--- config.mk ---
export PLATFORM = sky130hd
export DESIGN_NAME = timer_pulse_interval_capture
export DESIGN_NICKNAME = d
export VERILOG_FILES = /design/src/rtl/tpic_pkg.sv /design/src/rtl/input_edge_detect.sv /design/src/rtl/timer_pulse_interval_capture.sv
export VERILOG_INCLUDE_DIRS = /design/src /design/src/rtl
export SDC_FILE = /design/constraint.sdc
export NUM_CORES = 1
export LEC_CHECK = 0
export ABC_AREA = 0
export BUFFER_PORTS_ARGS = -buffer_cell sky130_fd_sc_hd__buf_2
export CORE_MARGIN = 5
export CORE_UTILIZATION = 50
export CTS_CLUSTER_SIZE = 28
export DETAILED_ROUTE_END_ITERATION = 8
export PLACE_DENSITY = 0.67
export SLEW_MARGIN = 30
export SYNTH_ARGS = -nofsm -noshare
export SYNTH_HDL_FRONTEND = slang
export SYNTH_SLANG_ARGS = --single-unit
--- constraint.sdc ---
create_clock -name core_clk -period 4.4 [get_ports core_clk]
set_input_delay 0.22 -clock core_clk [delete_from_list [all_inputs] [get_ports core_clk]]
set_output_delay 0.22 -clock core_clk [all_outputs]
set_load 0.01 [all_outputs]
--- src/rtl/tpic_defs.svh ---
// register offsets, field positions, reset values and counts for the interval capture channel
// Function
// - module stop halts clock, blocks writes except to module stop
// - prescaler select sets four prescaled clocks
// - per-channel input noise filter enable bit
// - start trigger enables channel, clears counter
// - start irq option pulses irq at start
// - enabled counter counts up on tick
// - valid edge or start copies count
// - capture clears counter, pulses channel irq
// - capture updates overflow flag from period
// - capture, counter, status always readable
// - stop trigger disables, counter holds value
// - stop keeps overflow flag unchanged
// - edge select falling, rising or both
// - multiple overflows still set overflow flag
`ifndef TPIC_DEFS_SVH
`define TPIC_DEFS_SVH

`define ADDR_MODULE_STOP 4'h0
`define ADDR_PRESCALER 4'h1
`define ADDR_FILTER_EN 4'h2
`define ADDR_CHANNEL_MODE 4'h3
`define ADDR_START_TRIG 4'h4
`define ADDR_STOP_TRIG 4'h5
`define ADDR_ENABLED 4'h6
`define ADDR_COUNTER 4'h7
`define ADDR_CAPTURE 4'h8
`define ADDR_CHAN_STATUS 4'h9
`define ADDR_IRQ_STATUS 4'hA
`define ADDR_IRQ_MASK 4'hB
`define ADDR_OUTPUT_CTRL 4'hC

`define MODE_IRQ_BIT 0
`define MODE_MD_LSB 1
`define MODE_EDGE_LSB 6
`define MODE_STS_LSB 8
`define MODE_CKS_LSB 14
`define STS_PIN_EDGE 3'h1

`define IRQ_CAPTURE_BIT 0
`define IRQ_START_BIT 1

`define RST_MODULE_STOP 1'b1
`define RST_PRESCALER 16'h0000
`define RST_MODE 16'h0000
`define RST_OUTPUT_CTRL 4'h0
`define COUNT_ZERO 16'h0000
`define PRESC_FIELD_W 4

`endif

--- src/rtl/tpic_pkg.sv ---
// types shared by the interval capture channel files
package tpic_pkg;
    typedef enum logic [1:0] {
        CH_STOPPED = 2'b01,
        CH_RUNNING = 2'b10
    } chan_state_type;

    typedef enum logic [1:0] {
        EDGE_FALL = 2'h0,
        EDGE_RISE = 2'h1,
        EDGE_BOTH = 2'h2
    } edge_sel_type;
endpackage

--- src/rtl/input_edge_detect.sv ---
// timer input synchroniser, optional noise filter and valid edge detector
module input_edge_detect (
    input wire logic core_clk,
    input wire logic rst_b,
    input wire logic pinIn,
    input wire logic sampleTick,
    input wire logic filterOn,
    input wire logic [1:0] edgeSel,
    output logic edgePulse
);
    import tpic_pkg::*;

    logic sync0_q;
    logic sync1_q;
    logic samp_q, samp_d;
    logic level_q, level_d;
    logic primed_q, primed_d;
    logic edge_q, edge_d;
    logic newLevel;
    logic rise;
    logic fall;

    always_comb begin
        samp_d = samp_q;
        level_d = level_q;
        primed_d = primed_q;
        edge_d = 1'b0;
        newLevel = level_q;
        rise = 1'b0;
        fall = 1'b0;
        if (sampleTick) begin
            samp_d = sync1_q;
            if (!filterOn || samp_q == sync1_q) begin
                newLevel = sync1_q;
            end
            level_d = newLevel;
            primed_d = 1'b1;
            // reset level is a guess, so no edge on the first sample
            rise = primed_q && newLevel && !level_q;
            fall = primed_q && !newLevel && level_q;
            case (edgeSel)
                EDGE_FALL: edge_d = fall;
                EDGE_RISE: edge_d = rise;
                EDGE_BOTH: edge_d = rise | fall;
                default: edge_d = 1'b0;
            endcase
        end
    end

    always_ff @(posedge core_clk or negedge rst_b) begin
        if (!rst_b) begin
            sync0_q <= 1'b0;
            sync1_q <= 1'b0;
            samp_q <= 1'b0;
            level_q <= 1'b0;
            primed_q <= 1'b0;
            edge_q <= 1'b0;
        end else begin
            sync0_q <= pinIn;
            sync1_q <= sync0_q;
            samp_q <= samp_d;
            level_q <= level_d;
            primed_q <= primed_d;
            edge_q <= edge_d;
        end
    end

    assign edgePulse = edge_q;
endmodule

--- src/rtl/timer_pulse_interval_capture.sv ---
// one timer array channel measuring input pulse intervals, with its register port
//
// Chosen here: strobed register access and the placing of the registers.
`include "tpic_defs.svh"

module timer_pulse_interval_capture #(
    parameter int CNT_W = 16
) (
    input wire logic core_clk,
    input wire logic rst_b,
    input wire logic [3:0] regAddr,
    input wire logic [15:0] regWdata,
    input wire logic regWrite,
    input wire logic regRead,
    output logic [15:0] regRdata,
    input wire logic timerInputPin,
    output logic channelIrqPulse,
    output logic irqOut,
    output logic enabledStatus
);
    import tpic_pkg::*;

    localparam logic [CNT_W-1:0] CNT_ZERO = '0;
    localparam logic [CNT_W-1:0] CNT_ONE = CNT_W'(1);
    localparam logic [CNT_W-1:0] CNT_FULL = '1;

    // unit level state
    logic moduleStop_q, moduleStop_d;
    logic [15:0] prescSel_q, prescSel_d;
    logic [15:0] divCnt_q, divCnt_d;
    logic filterEn_q, filterEn_d;
    logic [3:0] outCtrl_q, outCtrl_d;

    // channel state
    logic [15:0] mode_q, mode_d;
    chan_state_type state_q, state_d;
    logic [CNT_W-1:0] count_q, count_d;
    logic [CNT_W-1:0] capture_q, capture_d;
    logic ovfFlag_q, ovfFlag_d;
    logic ovfPend_q, ovfPend_d;
    logic chanIrq_q, chanIrq_d;
    logic enabled_q, enabled_d;

    // interrupt and read state
    logic [1:0] irqStat_q, irqStat_d;
    logic [1:0] irqMask_q, irqMask_d;
    logic irqOut_q, irqOut_d;
    logic [15:0] rdata_q, rdata_d;

    logic [3:0] ckTick;
    logic opTick;
    logic wrEn;
    logic startWr;
    logic stopWr;
    logic pinEdge;
    logic pinCapture;
    logic capEvt;
    logic startEvt;
    logic [1:0] irqClear;

    function automatic logic tick_of(input logic [15:0] cnt, input logic [3:0] sel);
        logic [15:0] m;
        m = (16'h0001 << sel) - 16'h0001;
        return (cnt & m) == m;
    endfunction

    function automatic logic pick_clock(input logic [3:0] ticks, input logic [1:0] cks);
        logic t;
        t = 1'b0;
        case (cks)
            2'h0: t = ticks[0];
            2'h1: t = ticks[2];
            2'h2: t = ticks[1];
            2'h3: t = ticks[3];
            default: t = 1'b0;
        endcase
        return t;
    endfunction

    function automatic logic hit(input logic [3:0] addr, input logic [3:0] target);
        return addr == target;
    endfunction

    genvar k;
    generate
        for (k = 0; k < 4; k++) begin : g_presc
            assign ckTick[k] = !moduleStop_q &&
                tick_of(divCnt_q, prescSel_q[k*`PRESC_FIELD_W +: `PRESC_FIELD_W]);
        end
    endgenerate

    assign opTick = pick_clock(ckTick, mode_q[`MODE_CKS_LSB +: 2]);

    assign wrEn = regWrite && !moduleStop_q;
    assign startWr = wrEn && hit(regAddr, `ADDR_START_TRIG) && regWdata[0];
    assign stopWr = wrEn && hit(regAddr, `ADDR_STOP_TRIG) && regWdata[0];

    input_edge_detect u_edge (
        .core_clk(core_clk),
        .rst_b(rst_b),
        .pinIn(timerInputPin),
        .sampleTick(opTick),
        .filterOn(filterEn_q),
        .edgeSel(mode_q[`MODE_EDGE_LSB +: 2]),
        .edgePulse(pinEdge)
    );

    // pin edges act only with pin start select
    assign pinCapture = pinEdge && (mode_q[`MODE_STS_LSB +: 3] == `STS_PIN_EDGE);

    // unit group: module stop, prescaler, filter, output control
    always_comb begin
        moduleStop_d = moduleStop_q;
        prescSel_d = prescSel_q;
        filterEn_d = filterEn_q;
        outCtrl_d = outCtrl_q;
        divCnt_d = divCnt_q;
        // stop bit always writable, divider held at zero while set
        if (regWrite && hit(regAddr, `ADDR_MODULE_STOP)) begin
            moduleStop_d = regWdata[0];
        end
        if (moduleStop_q) begin
            divCnt_d = 16'h0000;
        end else begin
            divCnt_d = divCnt_q + 16'h0001;
        end
        if (wrEn && hit(regAddr, `ADDR_PRESCALER)) begin
            prescSel_d = regWdata;
        end
        if (wrEn && hit(regAddr, `ADDR_FILTER_EN)) begin
            filterEn_d = regWdata[0];
        end
        // held as written; software keeps these fixed while running
        if (wrEn && hit(regAddr, `ADDR_OUTPUT_CTRL)) begin
            outCtrl_d = regWdata[3:0];
        end
    end

    always_ff @(posedge core_clk or negedge rst_b) begin
        if (!rst_b) begin
            moduleStop_q <= `RST_MODULE_STOP;
            prescSel_q <= `RST_PRESCALER;
            filterEn_q <= 1'b0;
            outCtrl_q <= `RST_OUTPUT_CTRL;
            divCnt_q <= 16'h0000;
        end else begin
            moduleStop_q <= moduleStop_d;
            prescSel_q <= prescSel_d;
            filterEn_q <= filterEn_d;
            outCtrl_q <= outCtrl_d;
            divCnt_q <= divCnt_d;
        end
    end

    // channel group: mode, counter, capture, overflow
    always_comb begin
        mode_d = mode_q;
        state_d = state_q;
        count_d = count_q;
        capture_d = capture_q;
        ovfFlag_d = ovfFlag_q;
        ovfPend_d = ovfPend_q;
        chanIrq_d = 1'b0;
        capEvt = 1'b0;
        startEvt = 1'b0;
        // only the edge select field should move while running; not enforced
        if (wrEn && hit(regAddr, `ADDR_CHANNEL_MODE)) begin
            mode_d = regWdata;
        end
        if (moduleStop_q) begin
            state_d = CH_STOPPED;
        end else begin
            unique case (state_q)
                CH_STOPPED: begin
                    if (startWr) begin
                        state_d = CH_RUNNING;
                        count_d = CNT_ZERO;
                        ovfPend_d = 1'b0;
                        if (mode_q[`MODE_IRQ_BIT]) begin
                            chanIrq_d = 1'b1;
                            startEvt = 1'b1;
                        end
                    end
                end
                CH_RUNNING: begin
                    if (stopWr) begin
                        state_d = CH_STOPPED;
                    end else if (startWr || pinCapture) begin
                        capture_d = count_q;
                        count_d = CNT_ZERO;
                        chanIrq_d = 1'b1;
                        capEvt = 1'b1;
                        ovfFlag_d = ovfPend_q;
                        ovfPend_d = 1'b0;
                    end else if (opTick) begin
                        count_d = count_q + CNT_ONE;
                        if (count_q == CNT_FULL) begin
                            ovfPend_d = 1'b1;
                        end
                    end
                end
            endcase
        end
        enabled_d = (state_d == CH_RUNNING);
    end

    always_ff @(posedge core_clk or negedge rst_b) begin
        if (!rst_b) begin
            mode_q <= `RST_MODE;
            state_q <= CH_STOPPED;
            count_q <= CNT_ZERO;
            capture_q <= CNT_ZERO;
            ovfFlag_q <= 1'b0;
            ovfPend_q <= 1'b0;
            chanIrq_q <= 1'b0;
            enabled_q <= 1'b0;
        end else begin
            mode_q <= mode_d;
            state_q <= state_d;
            count_q <= count_d;
            capture_q <= capture_d;
            ovfFlag_q <= ovfFlag_d;
            ovfPend_q <= ovfPend_d;
            chanIrq_q <= chanIrq_d;
            enabled_q <= enabled_d;
        end
    end

    // interrupt and read group
    always_comb begin
        irqMask_d = irqMask_q;
        irqClear = 2'h0;
        if (wrEn && hit(regAddr, `ADDR_IRQ_MASK)) begin
            irqMask_d = regWdata[1:0];
        end
        if (wrEn && hit(regAddr, `ADDR_IRQ_STATUS)) begin
            irqClear = regWdata[1:0];
        end
        // a new event beats a clear in the same cycle
        irqStat_d = irqStat_q & ~irqClear;
        if (capEvt) begin
            irqStat_d[`IRQ_CAPTURE_BIT] = 1'b1;
        end
        if (startEvt) begin
            irqStat_d[`IRQ_START_BIT] = 1'b1;
        end
        irqOut_d = |(irqStat_d & irqMask_d);
        rdata_d = 16'h0000;
        if (regRead) begin
            case (regAddr)
                `ADDR_MODULE_STOP: rdata_d = {15'h0000, moduleStop_q};
                `ADDR_PRESCALER: rdata_d = prescSel_q;
                `ADDR_FILTER_EN: rdata_d = {15'h0000, filterEn_q};
                `ADDR_CHANNEL_MODE: rdata_d = mode_q;
                `ADDR_ENABLED: rdata_d = {15'h0000, enabled_q};
                `ADDR_COUNTER: rdata_d = 16'(count_q);
                `ADDR_CAPTURE: rdata_d = 16'(capture_q);
                `ADDR_CHAN_STATUS: rdata_d = {15'h0000, ovfFlag_q};
                `ADDR_IRQ_STATUS: rdata_d = {14'h0000, irqStat_q};
                `ADDR_IRQ_MASK: rdata_d = {14'h0000, irqMask_q};
                `ADDR_OUTPUT_CTRL: rdata_d = {12'h000, outCtrl_q};
                // trigger registers and holes read as zero
                default: rdata_d = 16'h0000;
            endcase
        end
    end

    always_ff @(posedge core_clk or negedge rst_b) begin
        if (!rst_b) begin
            irqStat_q <= 2'h0;
            irqMask_q <= 2'h0;
            irqOut_q <= 1'b0;
            rdata_q <= 16'h0000;
        end else begin
            irqStat_q <= irqStat_d;
            irqMask_q <= irqMask_d;
            irqOut_q <= irqOut_d;
            rdata_q <= rdata_d;
        end
    end

    assign regRdata = rdata_q;
    assign channelIrqPulse = chanIrq_q;
    assign irqOut = irqOut_q;
    assign enabledStatus = enabled_q;
endmodule

==> flow_metrics.py <==
metrics = {
    "cells_and_area": {
        "nFillCells": 1148,
        "drive_gt1_share_pct": 21.5,
        "fin_nets": 744,
        "seqCellArea_um2": 2960,
        "post-route-cell-area_um2": 7580,
        "antenna_cells": 0,
        "multi_input_area_um2": 3400,
        "layout_common_cells": "dfrtp_1, nand2_1, mux2_2",
        "area_growth_pct": 13.8,
        "layout_commonest_cell": "dfrtp_1",
    },
    "power": {
        "p_leak_nw": 3.26,
        "ir_worst_vdd_mv": 0.369,
        "powerDensity_nw_per_um2": 470,
    },
    "routing": {
        "routed-via-count": 5597,
        "avgRoutedWirePerCell_um": 19.6,
        "dr.first_iter.drc_count": 587,
        "ant_nets": 0,
        "drt-total-wl_um": 17700,
        "drc": 0,
        "firstDrtPassIters": 5,
        "via_per_inst": 6.21,
    },
    "synthesis": {
        "synth_fp_nets": 724,
        "synth_cell_types": 64,
        "netlist_area_um2": 6660,
        "ys.flop_type": "dfrtp_1",
        "yosysWarningCount": 0,
        "netlist_instances": 693,
        "ys_seq_elements": 118,
        "ys_seq_area_share_pct": 44.4,
        "synth_top_area_share_pct": 43.6,
        "avgSynthCellArea_um2": 9.61,
        "yosys-top-cells-area": "dfrtp_1, mux2_2, nand2_1",
        "yosysTopAreaCell": "dfrtp_1",
        "ys_async_sr_fraction_pct": 100,
        "synth_edf_count": 0,
    },
    "setup_path": {
        "worstSetupEndpointType": "flip-flop",
        "critPathKind": "reg -> reg",
        "setup.worst_path.start": "prescSel_q[12]",
        "r2r_start": "prescSel_q[12]",
        "crit_chain": "or4_1 > ha_1 > inv_1 > o21ai_0 > a2111oi_2 > nand4_1 > o32ai_2 > o32ai_2 > buf_4 > or4_1 > a21oi_1",
        "cp.arrival_ns": 4.10,
        "critPathMaxStageDelay_ns": 0.58,
        "crit_fanout": 29,
        "slowest_stage": "or4_1",
        "reg2reg_slack_ns": 0.65,
        "r2r_cells": 11,
        "start_kind": "flip-flop",
        "reg2reg_to": "count_q[9]",
        "cp.required_ns": 4.75,
    },
    "sta": {
        "worstMarginPinSlew_ns": 0.856,
        "hold_violations": 0,
        "max_freq_mhz": 267,
        "hold_ws_ns": 0.0557,
        "min_period_over_period_pct": 85.2,
        "tns_ns": 0,
        "relSlewSlack_pct": 42.8,
        "setup_viol": 0,
        "slew_viol_final": 0,
        "grt_setup_unrepaired": "false",
        "finalCriticalPeriod_ns": 3.75,
        "clock-skew-final_ns": 0.00968,
    },
    "clocking": {
        "cts-htree-levels": 4,
        "clock-sinks": 118,
        "cts_buffers": 17,
        "path_clk_slew_ns": 0.06,
        "clk_path_buf_depth": 2,
        "cts_setup_buffers": 0,
        "cts_tree": "done",
        "clk_latency_ns": 0.42,
        "clockRootBuffer": "clkbuf_16",
        "cts_resized": 0,
    },
    "floorplan": {
        "die-area_um2": 15700,
        "start_util_pct": 50.7,
        "die_w_um": 125,
        "core-area_um2": 13100,
        "die_height_um": 125,
        "rows": 42,
        "io_pins": 44,
    },
    "global_routing": {
        "antenna_found_initial": 0,
        "grt_start_max_net_pins": 79,
        "grt_remaining_overflow": 0,
        "grt_use_total_pct": 23.2,
        "grt_pass1_wl_um": 29000,
        "grt_pass1_vias": 5478,
    },
    "placement": {
        "placed_cell_area_um2": 6940,
        "place_congestion": 0.864,
        "hpwl_um": 11800,
        "portBuffers": 43,
    },
    "worst_hold_path": {
        "holdPathStages": 2,
        "hold_class": "in -> reg",
        "hold-path-endpoint": "prescSel_q[14]",
        "min-delay-start": "regWdata[14]",
    },
    "job": {
        "drv_cap": 0,
    },
    "status": {
        "status": "complete, no violations",
    },
}
-- state kept, by name, summed over array words and instances, names as in the netlist, 2 cells and up --
signal and flops:
count_q 16, outCtrl_q 4, capture_q 16, prescSel_q 16
regRdata 16, mode_q 16, irqStat_q 2, divCnt_q 15
state_q 2, irqMask_q 2
-- report_power, final --
| group | internal, mW | leakage, nW | total, mW | switching, mW |
|---|---|---|---|---|
| Clock | 0.908 | 0.297 | 1.43 | 0.520 |
| Sequential | 1.20 | 1.55 | 1.45 | 0.246 |
| Combinational | 0.318 | 1.41 | 0.688 | 0.370 |
-- cell families (layout without fill, tap and decap cells) --
logic type | after synthesis | count (layout) | share of synthesized area, %
DFF | 118 | 118 | 44.4
AOI/OAI and AO/OA | 168 | 168 | 17.2
and+or+nand+nor | 238 | 238 | 18.2
muxes | 70 | 70 | 11.6
buffers and inverters | 73 | 106 | 4.87
adders and majority gates | 6 | 6 | 1.13
xor gates and xnor gates | 20 | 20 | 2.63
-- stage by stage --
step | setup WS (ns) | util, % | cells | total power [mW]
finish | 0.649 | 57.7 | 902 | 3.57
floorplan | 1.07 | - | 693 | 1.94
global route | 0.511 | 57.7 | 902 | 3.74
global placement | 0.841 | 52.8 | 867 | 2.11
CTS | 0.702 | 57.6 | 901 | 3.58
detailed placement | 0.722 | 52.8 | 867 | 2.14
-- area by class of cell --
class	count	share of cell area, %
multi-input combinational	502	44.9
clock buffer	18	5.79
inverter	19	0.941
sequential	118	39.0
timing repair buffer	55	4.22
tap	176	2.90
clock inverter	14	2.28
-- Yosys cell counts (all sizes together) (11+ instances only) --
cell type  number
nand3          27
a22oi          29
o21ai          30
nand2          60
mux2           60
nor2           53
inv            19
clkbuf         25
nand2b         12
nor3           18
xor2           11
buf            29
dfrtp         116
a21oi          38
-- worst max-delay path: cells and delay by family, from the launching register on --
kind	cells	cell delay [ns]
flops	1	0.53
fa+ha+maj	1	0.36
simple gates	3	1.28
buf+inv	2	0.40
compound gates	5	1.10
-- how the worst max path moves through the flow --
stage | endpoint | cells after the start
after floorplan | count_q[9] | 13
after CTS | count_q[9] | 11
after global routing | count_q[9] | 11
after detailed placement | count_q[7] | 11
after global placement | count_q[9] | 11
final | count_q[9] | 11
-- per-layer routing --
layer | global-route usage, % | up-vias | part of all wire (%)
li1 | - | 2587 | -
met1 | 32.3 | 2755 | 45
met2 | 35.5 | 228 | 46
met3 | 4.65 | 27 | 6.2
met4 | 9.38 | 0 | 2.3
met5 | 0 | - | 0
-- what timing repair did --
action | in CTS | in global routing
setup endpoints to repair | 0 | 0
endpoints found under the hold margin | 52 | 0
hold buffers | 2 | 0
(Power assumes the default switching activity.)
